<file path="config.mk">
export PLATFORM = sky130hd
export DESIGN_NAME = core_clk_rst_flat
export DESIGN_NICKNAME = d
export VERILOG_FILES = /design/src/clk_rst_pkg.sv /design/src/clk_rst_if.sv /design/src/core_clk_rst.sv /design/src/flat_wrapper.sv
export SDC_FILE = /design/constraint.sdc
export NUM_CORES = 1
export LEC_CHECK = 0
export BUFFER_PORTS_ARGS = -buffer_cell sky130_fd_sc_hd__clkbuf_2
export CAP_MARGIN = 20
export CORE_MARGIN = 2
export CORE_UTILIZATION = 54
export DETAILED_ROUTE_END_ITERATION = 10
export GPL_ROUTABILITY_DRIVEN = 0
export PLACE_DENSITY = 0.86
export REMOVE_ABC_BUFFERS = 1
export SLEW_MARGIN = 20
export SYNTH_ARGS = -nofsm -noshare
export SYNTH_HDL_FRONTEND = slang
export SYNTH_SLANG_ARGS = --single-unit
</file>
<file path="constraint.sdc">
create_clock -name clk -period 3.25 [get_ports clk]
set_input_delay 0.325 -clock clk [delete_from_list [all_inputs] [get_ports clk]]
set_output_delay 0.325 -clock clk [all_outputs]
set_load 0.1 [all_outputs]
</file>
<file path="src/clk_rst_pkg.sv">
// Shared constants for the core clock and reset block and its partner.
// Assumes one 100 MHz system clock; link clocks are modelled as run levels.
package clk_rst_pkg;

	////////////////////////////////////////////////////////////////////////
	// Clock rates in hertz, as reported on the rate outputs.
	localparam logic [31:0] TXMAC_HZ_40G  = 32'h129f_f6c8;
	localparam logic [31:0] TXMAC_HZ_100G = 32'h1748_3fd0;
	localparam logic [31:0] RXMAC_HZ_40G  = 32'h129f_f6c8;
	localparam logic [31:0] RXMAC_HZ_100G = 32'h1748_3fd0;
	localparam logic [31:0] RXREC_HZ_40G  = 32'h0f5d_ee50;
	localparam logic [31:0] RXREC_HZ_100G = 32'h1335_6839;

	////////////////////////////////////////////////////////////////////////
	// Timing.
	localparam int CLK_PERIOD_NS      = 10;
	localparam int RESET_HOLD_CYCLES  = 10;
	localparam int REF_SETTLE_CYCLES  = 10;
	localparam int SYNC_STAGES        = 3;
	localparam int TXPLL_LOCK_NS      = 200;
	localparam int TXPLL_LOCK_CYCLES  = TXPLL_LOCK_NS / CLK_PERIOD_NS;
	localparam int CDR_LOCK_NS        = 160;
	localparam int CDR_LOCK_CYCLES    = CDR_LOCK_NS / CLK_PERIOD_NS;
	localparam int PCS_ALIGN_NS       = 80;
	localparam int PCS_ALIGN_CYCLES   = PCS_ALIGN_NS / CLK_PERIOD_NS;
	localparam int FILTER_NS          = 320;
	localparam int FILTER_CYCLES      = FILTER_NS / CLK_PERIOD_NS;

	////////////////////////////////////////////////////////////////////////
	// Reset domains inside the core.
	localparam int DOM_TX       = 0;
	localparam int DOM_RX       = 1;
	localparam int DOM_STATUS   = 2;
	localparam int DOM_RECONFIG = 3;
	localparam int NUM_DOMAINS  = 4;

	////////////////////////////////////////////////////////////////////////
	// Interface widths.
	localparam int WORD_BITS = 64;

	function automatic int client_words(input bit speed_100g);
		return speed_100g ? 8 : 4;
	endfunction

	function automatic int custom_words(input bit speed_100g);
		return speed_100g ? 4 : 2;
	endfunction

	function automatic int lane_count(input bit speed_100g, input bit ten_lane);
		return (speed_100g && ten_lane) ? 10 : 4;
	endfunction

	function automatic int queue_count(input bit pfc_enable, input int pfc_queues);
		return pfc_enable ? pfc_queues : 1;
	endfunction

endpackage

</file>
<file path="src/clk_rst_if.sv">
// Carrier between the core clock/reset end and the reset controller end.
// Assumes both ends run on the same clk; reset_async is treated as a pin.
interface clk_rst_if;

	// Reset controller to core.
	logic        reset_async;
	logic        reset_status;
	logic        reconfig_reset;
	// Core to reset controller and client.
	logic        rx_pcs_ready;
	logic        rxmac_run;
	logic        rx_recover_run;
	logic        txmac_run;

	modport core (
		input  reset_async,
		input  reset_status,
		input  reconfig_reset,
		output rx_pcs_ready,
		output rxmac_run,
		output rx_recover_run,
		output txmac_run
	);

	modport ctrl (
		output reset_async,
		output reset_status,
		output reconfig_reset,
		input  rx_pcs_ready,
		input  rxmac_run,
		input  rx_recover_run,
		input  txmac_run
	);

endinterface

</file>
<file path="src/core_clk_rst.sv">
// Core end: MAC clock generation, recovered clock export and reset fan-out.
// Assumes clk at 100 MHz; serial data presence and the external TX MAC
// clock are pins and are synchronised here.
// Operation
// - TX MAC clock at 312.5 or 390.625 MHz.
// - External PLL option sources TX MAC clock.
// - RX MAC clock at 312.5 or 390.625 MHz.
// - Client trusts RX clock only when ready.
// - RX MAC clock comes from recovered data.
// - Recovered clock export only when option enabled.
// - Recovered clock 257.81 or 322.265625 MHz.
// - Recovered clock unfiltered; partner filters it.
// - One async reset resets whole core.
// - Partner holds core reset ten cycles.
// - Partner releases reset after reference stable.
// - Status reset clears control/status interface.
// - Reconfig reset only with reconfiguration port.
// - Client path 4 or 8 words.
// - Custom client path 2 or 4 words.
// - Serial links 4 or 10.
// - Queue count 1 or configured value.
module core_clk_rst #(
	parameter bit SPEED_100G                    = 1'b0,
	parameter bit TEN_LANE                      = 1'b1,
	parameter bit EXT_TXMAC_PLL                 = 1'b0,
	parameter bit recovered_clock_export_option = 1'b0,
	parameter bit HAS_RECONFIG                  = 1'b1,
	parameter bit PFC_ENABLE                    = 1'b0,
	parameter int PFC_QUEUES                    = 8
) (
	// Clock and reset.
	input  wire logic        clk,
	input  wire logic        srst,
	// Link to the reset controller.
	clk_rst_if.core          link,
	// Pins.
	input  wire logic        rx_serial_present,
	input  wire logic        clk_txmac_in_alive,
	// Clock status.
	output logic [31:0]      txmac_freq_hz,
	output logic             txmac_from_ext,
	output logic [31:0]      rxmac_freq_hz,
	output logic [31:0]      rx_recover_freq_hz,
	// Domain resets.
	output logic             tx_rst,
	output logic             rx_rst,
	output logic             status_if_rst,
	output logic             reconfig_if_rst,
	output logic             reset_too_short,
	// Interface widths.
	output logic [7:0]       client_word_count,
	output logic [7:0]       custom_word_count,
	output logic [7:0]       serial_lane_count,
	output logic [7:0]       fc_queue_count
);

	////////////////////////////////////////////////////////////////////////
	// Derived widths.

	localparam int CLIENT_N = clk_rst_pkg::client_words(SPEED_100G);
	localparam int CUSTOM_W = clk_rst_pkg::custom_words(SPEED_100G);
	localparam int LANES    = clk_rst_pkg::lane_count(SPEED_100G, TEN_LANE);
	localparam int QUEUES   =
		clk_rst_pkg::queue_count(PFC_ENABLE, PFC_QUEUES);
	localparam int SS       = clk_rst_pkg::SYNC_STAGES;

	always_ff @(posedge clk) begin
		client_word_count <= 8'(CLIENT_N);
		custom_word_count <= 8'(CUSTOM_W);
		serial_lane_count <= 8'(LANES);
		fc_queue_count    <= 8'(QUEUES);
	end

	////////////////////////////////////////////////////////////////////////
	// Pin synchronisers.

	logic rst_meta;
	logic rst_sync;
	logic present_meta;
	logic present_sync;
	logic ext_meta;
	logic ext_sync;

	always_ff @(posedge clk) begin
		rst_meta     <= link.reset_async;
		rst_sync     <= rst_meta;
		present_meta <= rx_serial_present;
		present_sync <= present_meta;
		ext_meta     <= clk_txmac_in_alive;
		ext_sync     <= ext_meta;
	end

	logic core_rst;
	assign core_rst = srst | rst_sync;

	////////////////////////////////////////////////////////////////////////
	// Reset hold check.

	logic [7:0] hold_cnt;
	logic       rst_sync_d;

	always_ff @(posedge clk) begin
		if (srst) begin
			hold_cnt <= 8'h00;
		end else if (!rst_sync) begin
			hold_cnt <= 8'h00;
		end else if (hold_cnt != 8'hff) begin
			hold_cnt <= hold_cnt + 8'h01;
		end
	end

	always_ff @(posedge clk) begin
		if (srst) begin
			rst_sync_d <= 1'b0;
		end else begin
			rst_sync_d <= rst_sync;
		end
	end

	// flag a reset released too early.
	always_ff @(posedge clk) begin
		if (srst) begin
			reset_too_short <= 1'b0;
		end else if (rst_sync_d && !rst_sync) begin
			reset_too_short <=
				hold_cnt < 8'(clk_rst_pkg::RESET_HOLD_CYCLES);
		end
	end

	////////////////////////////////////////////////////////////////////////
	// Per-domain reset synchronisers.

	logic [clk_rst_pkg::NUM_DOMAINS-1:0] dom_req;
	logic [clk_rst_pkg::NUM_DOMAINS-1:0] dom_rst;

	always_comb begin
		dom_req = '0;
		dom_req[clk_rst_pkg::DOM_TX] = core_rst;
		dom_req[clk_rst_pkg::DOM_RX] = core_rst;
		dom_req[clk_rst_pkg::DOM_STATUS] = core_rst | link.reset_status;
		// reconfig reset only when the port exists.
		dom_req[clk_rst_pkg::DOM_RECONFIG] =
			HAS_RECONFIG & (core_rst | link.reconfig_reset);
	end

	genvar d;
	generate
		for (d = 0; d < clk_rst_pkg::NUM_DOMAINS; d++) begin : g_dom
			logic [SS-1:0] chain;
			// assert at once, release after the chain drains.
			always_ff @(posedge clk) begin
				if (dom_req[d]) begin
					chain <= '1;
				end else begin
					chain <= {chain[SS-2:0], 1'b0};
				end
			end
			assign dom_rst[d] = dom_req[d] | chain[SS-1];
		end
	endgenerate

	assign tx_rst          = dom_rst[clk_rst_pkg::DOM_TX];
	assign rx_rst          = dom_rst[clk_rst_pkg::DOM_RX];
	assign status_if_rst   = dom_rst[clk_rst_pkg::DOM_STATUS];
	assign reconfig_if_rst = dom_rst[clk_rst_pkg::DOM_RECONFIG];

	////////////////////////////////////////////////////////////////////////
	// TX MAC clock.

	logic [15:0] txpll_cnt;
	logic        txpll_locked;

	always_ff @(posedge clk) begin
		if (tx_rst) begin
			txpll_cnt    <= 16'h0000;
			txpll_locked <= 1'b0;
		end else if (txpll_cnt ==
			16'(clk_rst_pkg::TXPLL_LOCK_CYCLES - 1)) begin
			txpll_locked <= 1'b1;
		end else begin
			txpll_cnt <= txpll_cnt + 16'h0001;
		end
	end

	// external PLL drives the TX MAC clock.
	always_ff @(posedge clk) begin
		if (tx_rst) begin
			link.txmac_run <= 1'b0;
			txmac_from_ext <= 1'b0;
		end else begin
			link.txmac_run <= EXT_TXMAC_PLL ? ext_sync : txpll_locked;
			txmac_from_ext <= EXT_TXMAC_PLL;
		end
	end

	always_ff @(posedge clk) begin
		if (tx_rst) begin
			txmac_freq_hz <= 32'h0000_0000;
		end else begin
			txmac_freq_hz <= SPEED_100G ? clk_rst_pkg::TXMAC_HZ_100G
				: clk_rst_pkg::TXMAC_HZ_40G;
		end
	end

	////////////////////////////////////////////////////////////////////////
	// Recovered clock and RX MAC clock.

	logic [15:0] cdr_cnt;
	logic        cdr_locked;
	logic [15:0] align_cnt;

	always_ff @(posedge clk) begin
		if (rx_rst || !present_sync) begin
			cdr_cnt    <= 16'h0000;
			cdr_locked <= 1'b0;
		end else if (cdr_cnt ==
			16'(clk_rst_pkg::CDR_LOCK_CYCLES - 1)) begin
			cdr_locked <= 1'b1;
		end else begin
			cdr_cnt <= cdr_cnt + 16'h0001;
		end
	end

	// ready only once the recovered clock settles.
	always_ff @(posedge clk) begin
		if (rx_rst || !cdr_locked) begin
			align_cnt         <= 16'h0000;
			link.rx_pcs_ready <= 1'b0;
		end else if (align_cnt ==
			16'(clk_rst_pkg::PCS_ALIGN_CYCLES - 1)) begin
			link.rx_pcs_ready <= 1'b1;
		end else begin
			align_cnt <= align_cnt + 16'h0001;
		end
	end

	// RX MAC clock follows the recovered clock.
	always_ff @(posedge clk) begin
		if (rx_rst) begin
			link.rxmac_run <= 1'b0;
			rxmac_freq_hz  <= 32'h0000_0000;
		end else begin
			link.rxmac_run <= cdr_locked;
			rxmac_freq_hz  <= SPEED_100G ? clk_rst_pkg::RXMAC_HZ_100G
				: clk_rst_pkg::RXMAC_HZ_40G;
		end
	end

	always_ff @(posedge clk) begin
		if (rx_rst || !recovered_clock_export_option) begin
			link.rx_recover_run <= 1'b0;
			rx_recover_freq_hz  <= 32'h0000_0000;
		end else begin
			link.rx_recover_run <= cdr_locked;
			rx_recover_freq_hz  <= SPEED_100G ?
				clk_rst_pkg::RXREC_HZ_100G : clk_rst_pkg::RXREC_HZ_40G;
		end
	end

endmodule // core_clk_rst

</file>
<file path="src/flat_wrapper.sv">
// flat-port wrapper written by rule: the top's interface ports become plain ports
module core_clk_rst_flat 
#(
	parameter bit SPEED_100G                    = 1'b0,
	parameter bit TEN_LANE                      = 1'b1,
	parameter bit EXT_TXMAC_PLL                 = 1'b0,
	parameter bit recovered_clock_export_option = 1'b0,
	parameter bit HAS_RECONFIG                  = 1'b1,
	parameter bit PFC_ENABLE                    = 1'b0,
	parameter int PFC_QUEUES                    = 8
)
  (clk, srst, rx_serial_present, clk_txmac_in_alive, txmac_freq_hz, txmac_from_ext, rxmac_freq_hz, rx_recover_freq_hz, tx_rst, rx_rst, status_if_rst, reconfig_if_rst, reset_too_short, client_word_count, custom_word_count, serial_lane_count, fc_queue_count, link_reset_async, link_reset_status, link_reconfig_reset, link_rx_pcs_ready, link_rxmac_run, link_rx_recover_run, link_txmac_run);
  clk_rst_if link_i ();
  input  wire logic clk;
  input  wire logic srst;
  input  wire logic rx_serial_present;
  input  wire logic clk_txmac_in_alive;
  output logic [31:0] txmac_freq_hz;
  output logic txmac_from_ext;
  output logic [31:0] rxmac_freq_hz;
  output logic [31:0] rx_recover_freq_hz;
  output logic tx_rst;
  output logic rx_rst;
  output logic status_if_rst;
  output logic reconfig_if_rst;
  output logic reset_too_short;
  output logic [7:0] client_word_count;
  output logic [7:0] custom_word_count;
  output logic [7:0] serial_lane_count;
  output logic [7:0] fc_queue_count;
  input wire logic [$bits(link_i.reset_async)-1:0] link_reset_async;
  input wire logic [$bits(link_i.reset_status)-1:0] link_reset_status;
  input wire logic [$bits(link_i.reconfig_reset)-1:0] link_reconfig_reset;
  output wire logic [$bits(link_i.rx_pcs_ready)-1:0] link_rx_pcs_ready;
  output wire logic [$bits(link_i.rxmac_run)-1:0] link_rxmac_run;
  output wire logic [$bits(link_i.rx_recover_run)-1:0] link_rx_recover_run;
  output wire logic [$bits(link_i.txmac_run)-1:0] link_txmac_run;
  assign link_i.reset_async = link_reset_async;
  assign link_i.reset_status = link_reset_status;
  assign link_i.reconfig_reset = link_reconfig_reset;
  assign link_rx_pcs_ready = link_i.rx_pcs_ready;
  assign link_rxmac_run = link_i.rxmac_run;
  assign link_rx_recover_run = link_i.rx_recover_run;
  assign link_txmac_run = link_i.txmac_run;
  core_clk_rst #(.SPEED_100G(SPEED_100G), .TEN_LANE(TEN_LANE), .EXT_TXMAC_PLL(EXT_TXMAC_PLL), .recovered_clock_export_option(recovered_clock_export_option), .HAS_RECONFIG(HAS_RECONFIG), .PFC_ENABLE(PFC_ENABLE), .PFC_QUEUES(PFC_QUEUES)) u_core (.clk(clk), .srst(srst), .link(link_i), .rx_serial_present(rx_serial_present), .clk_txmac_in_alive(clk_txmac_in_alive), .txmac_freq_hz(txmac_freq_hz), .txmac_from_ext(txmac_from_ext), .rxmac_freq_hz(rxmac_freq_hz), .rx_recover_freq_hz(rx_recover_freq_hz), .tx_rst(tx_rst), .rx_rst(rx_rst), .status_if_rst(status_if_rst), .reconfig_if_rst(reconfig_if_rst), .reset_too_short(reset_too_short), .client_word_count(client_word_count), .custom_word_count(custom_word_count), .serial_lane_count(serial_lane_count), .fc_queue_count(fc_queue_count));
endmodule
</file>
=== Word-level counts from Yosys, hierarchy flattened ===
Index checks and enable logic that the tools add are counted.

* Register bits: 137
* Bits of input ports: 7
* Output and inout port bits: 138
* Logic and storage cells: 55

* Add/sub/neg operators: 4
* $lt $le $gt $ge: 1
* Equality and inequality tests: 4
* Muxes and demuxes: 6
* Bitwise gates (word level): 8
* Reductions and logical operators: 7

{| class="wikitable"
|+ Operator list
! cell !! count
|-
| 2-to-1 mux 29 bit || 2
|-
| adder 16 x 1 -> 16 bit, second input constant || 3
|-
| == test 16 x 3 -> 1 bit, second input constant || 1
|-
| == test 16 x 4 -> 1 bit, second input constant || 1
|-
| == test 16 x 5 -> 1 bit, second input constant || 1
|-
| adder 8 x 1 -> 8 bit, second input constant || 1
|-
| < comparator 8 x 4 -> 1 bit, second input constant || 1
|-
| != test 8 bit, second input constant || 1
|-
| bitwise OR 1 bit || 7
|-
| 2-to-1 mux 1 bit || 4
|-
| zero test 1 bit || 3
|-
| logical OR 1 bit || 2
|-
| OR reduction 2 bit || 1
|-
| logical AND 1 bit || 1
|-
| NOT 1 bit || 1
|}

=== Logic depth before layout (Yosys ltp) ===
* Word-level depth: 3
* Depth in mapped cells: 6
* Gate-level depth less buffers: 6

=== Worst setup path after synthesis ===
No wires, ideal clock.

* Path type: flip-flop to output port
* Start point: register u_core.rst_sync
* End point: output port tx_rst
* Arrival: 2343 ps
* Required time: 2925 ps
* Slack: 582 ps
* Cell stages (with the launch flop): 5
* Path buffers: 3
* Cell sequence: dfxtp_1 -> or3_4 -> clkbuf_1 -> buf_1 -> buf_4

* Longest elaborated chain between the ends: 2

{| class="wikitable"
|+ Ends and longest elaborated chain
! item !! RTL line !! source
|-
| start: declaration || core_clk_rst.sv:78 || <nowiki>logic rst_sync;</nowiki>
|-
| start signal: assignment || core_clk_rst.sv:86 || <nowiki>rst_sync <= rst_meta;</nowiki>
|-
| bitwise OR 1 bit || core_clk_rst.sv:94 || <nowiki>assign core_rst = srst | rst_sync;</nowiki>
|-
| bitwise OR 1 bit || core_clk_rst.sv:158 || <nowiki>assign dom_rst[d] = dom_req[d] | chain[SS-1];</nowiki>
|-
| end: declaration || flat_wrapper.sv:22 || <nowiki>output logic tx_rst;</nowiki>
|}

No other way between the ends.

==> flow_summary.toml <==
[clock_tree]
cts_setup_buffers = 0
clk_latency_ns = 0.35
cts_buffer_depth = 2
root_buffer = "clkbuf_8"
cts_hold_buf = 0
path_clk_slew_ns = 0.09
cts_tree = "yes"
h-tree-depth = 3
numCtsBuffers = 9
ctsResizeCount = 0
clock-sinks = 77

[grt]
grt_pass1_wl_um = 10700
grt_max_degree = 35
overflow = 0
grt_usage_pct = 15.6
grt_pass1_vias = 2421
grt_antenna_before_repair = 0

[synthesis]
synthTopCellsByCount = "buf_4 (130), dfxtp_1 (77), nor2_1 (48)"
syn_inst = 478
yosys-top-cells-area = "dfxtp_1 (37%), buf_4 (24%), xor2_1 (4.5%)"
netlist_area_sq_um = 4120
synth.most_common_cell = "buf_4"
synthSimpleGateAreaFrac_pct = 22.1
synth.avg_cell_area_sq_um = 8.63
synth_top_family_by_area = "buffers and inverters"
synth_fa_ha_area_share_pct = 1.52
synth_edf_count = 0
ys_seq_elements = 77
synth_xor_area_share_pct = 6.37
yosysTopAreaCellShare_pct = 37.4
muxShareOfSynthArea_pct = 1.46
synthArstFlopShare_pct = 0
yosysSeqAreaShare_pct = 37.4
yosysUniqueCellTypes = 39
synth_compound_gate_area_share_pct = 5.43
ys.flop_type = "dfxtp_1"
synth_largest_area_cell = "dfxtp_1"
ys.warnings.count = 0

[timing]
maxSlewViolCount = 0
rsz0062_at_grt = "false"
relSlewSlack_pct = 38.3
skew_ns = 0.00649
setup_tns_ns = 0
post-route-period-util_pct = 68.1
setup_viol = 0
period_minus_slack_ns = 2.21
hold_viol_final = 0
hold_ws_ns = 0.0714
worst_slew_pin_slew_ns = 0.925
fmax_mhz = 452
finalWorstSetupSlack_ns = 1.04

[power_and_ir_drop]
p_leak_nw = 1.65
p_total_w = 0.00221
power_density_nw_per_um2 = 547
ir_drop_mv = 0.466

[layout]
syn_to_final_growth_pct = -2.25
nets = 504
num_antenna_cells = 0
fin_cells = 596
drive_gt1_share_pct = 15.3

[placement]
dpl.hpwl_um = 4670
dp_cells = 580
place_ws_ns = 1.11
portBuffers = 47

[hold_path]
holdPathStages = 1
hp-class = "input pin to flip-flop"
hp-start = "link_reset_async"

[setup_path]
cp.required_ns = 2.92
startpoint = "u_core.rxmac_freq_hz[25]$_DFF_P_"
crit_type = "flip-flop to output port"
path_cells = "clkbuf_2"
cp_top_family = "flip-flops"
arrival_ns = 1.89
cp-start-kind = "flip-flop"
crit_cells = 1
worst_r2r_startpoint = "u_core.rst_sync$_DFF_P_"
crit_buf_inv = 1
critPathSlowestCell = "dfxtp_1"
crit_fanout = 34
cp_slowest_stage_delay_ns = 0.93
r2r.worst_path.cells = 5
crit_path_end_kind = "output port"

[floorplanning]
initial_core_util_pct = 56.3
die_y_um = 91.4
ioPinCount = 145
core.rowCount = 31
fp.coreArea_sq_um = 7330
die_area_sq_um = 8350
die_x_um = 91.4

[routing]
drcViolationCount = 0
num_vias = 2862
drtAntennaViolNets = 0
wl_per_cell_um = 11.2
drt_pass1_iterations = 4
vias_per_cell = 4.80
drt_iter0_markers = 178
wirelength_um = 6650

[flow_run]
max_cap_violations = 0

[run_status]
status = "finished clean"
==> final timing paths <==
path                                endpoint  slack (ns)
max reg2reg  u_core.cdr_cnt[13]$_SDFFE_PP0P_        1.18
max                        txmac_freq_hz[20]        1.04
min                  u_core.rst_meta$_DFF_P_        0.07
min reg2reg          u_core.rst_sync$_DFF_P_        0.34
==> routing by layer <==
layer / global-route usage [%] / vias up / part of all wire (%)
met3: 4.07 / 11 / 6.0
met4: 7.95 / 0 / 1.6
met5: 0 / - / 0
li1: - / 1424 / -
met2: 26.6 / 114 / 51
met1: 18.0 / 1313 / 41
==> power breakdown <==
group	internal, W	total (W)	leakage (nW)	switching (W)
sequential	0.000950	0.000955	0.623	0.00000485
clock	0.000364	0.000740	0.0968	0.000377
combinational	0.00000738	0.000511	0.928	0.000504
total	0.00132	0.00221	1.65	0.000886
==> cells in the final DEF, fill, tap and decap left out, types with 8 or more instances in the layout <==
master | netlist | routed
xor2_1 | 21 | 21
conb_1 | 2 | 96
clkbuf_2 | 0 | 47
clkbuf_8 | 0 | 9
nor2_1 | 48 | 48
nand3_1 | 13 | 13
inv_1 | 11 | 11
nor4_1 | 8 | 8
dfxtp_1 | 77 | 77
a21oi_1 | 17 | 17
o21ai_0 | 14 | 14
nand2_1 | 21 | 21
xnor2_1 | 9 | 9
nand4_1 | 16 | 16
or3_1 | 12 | 12
==> cell type report <==
cell class,count,area (sq um)
Fill cell,666,3300
Multi-Input combinational cell,345,1880
Inverter,12,45.0
Sequential cell,77,1540
Clock inverter,7,80.1
Tap cell,99,124
Timing Repair Buffer,47,235
Clock buffer,9,124
==> sequential cells by signal, indices dropped and copies added (netlist names), 8 cells and up <==
| name | cells |
|---|---|
| u_core.hold_cnt | 8 |
| u_core.g_dom.chain | 9 |
| u_core.cdr_cnt | 16 |
| u_core.align_cnt | 16 |
| u_core.txpll_cnt | 16 |
==> per-stage QoR <==
stage / util (%) / cell area [sq um]
2_1_floorplan: - / 3470
4_1_cts: 55.0 / 4030
3_3_place_gp: 52.2 / 3830
3_5_place_dp: 52.2 / 3830
5_1_grt: 55.0 / 4030
6_report: 55.0 / 4030
==> kinds of logic after synthesis <==
logic type | after synthesis
and+or+nand+nor | 168
buffers and inverters | 150
DFF | 77
AOI/OAI and AO/OA | 40
xor gates and xnor gates | 30
muxes | 6
adders and majority gates | 5
other | 2
Power figures use the tool's default switching activity.
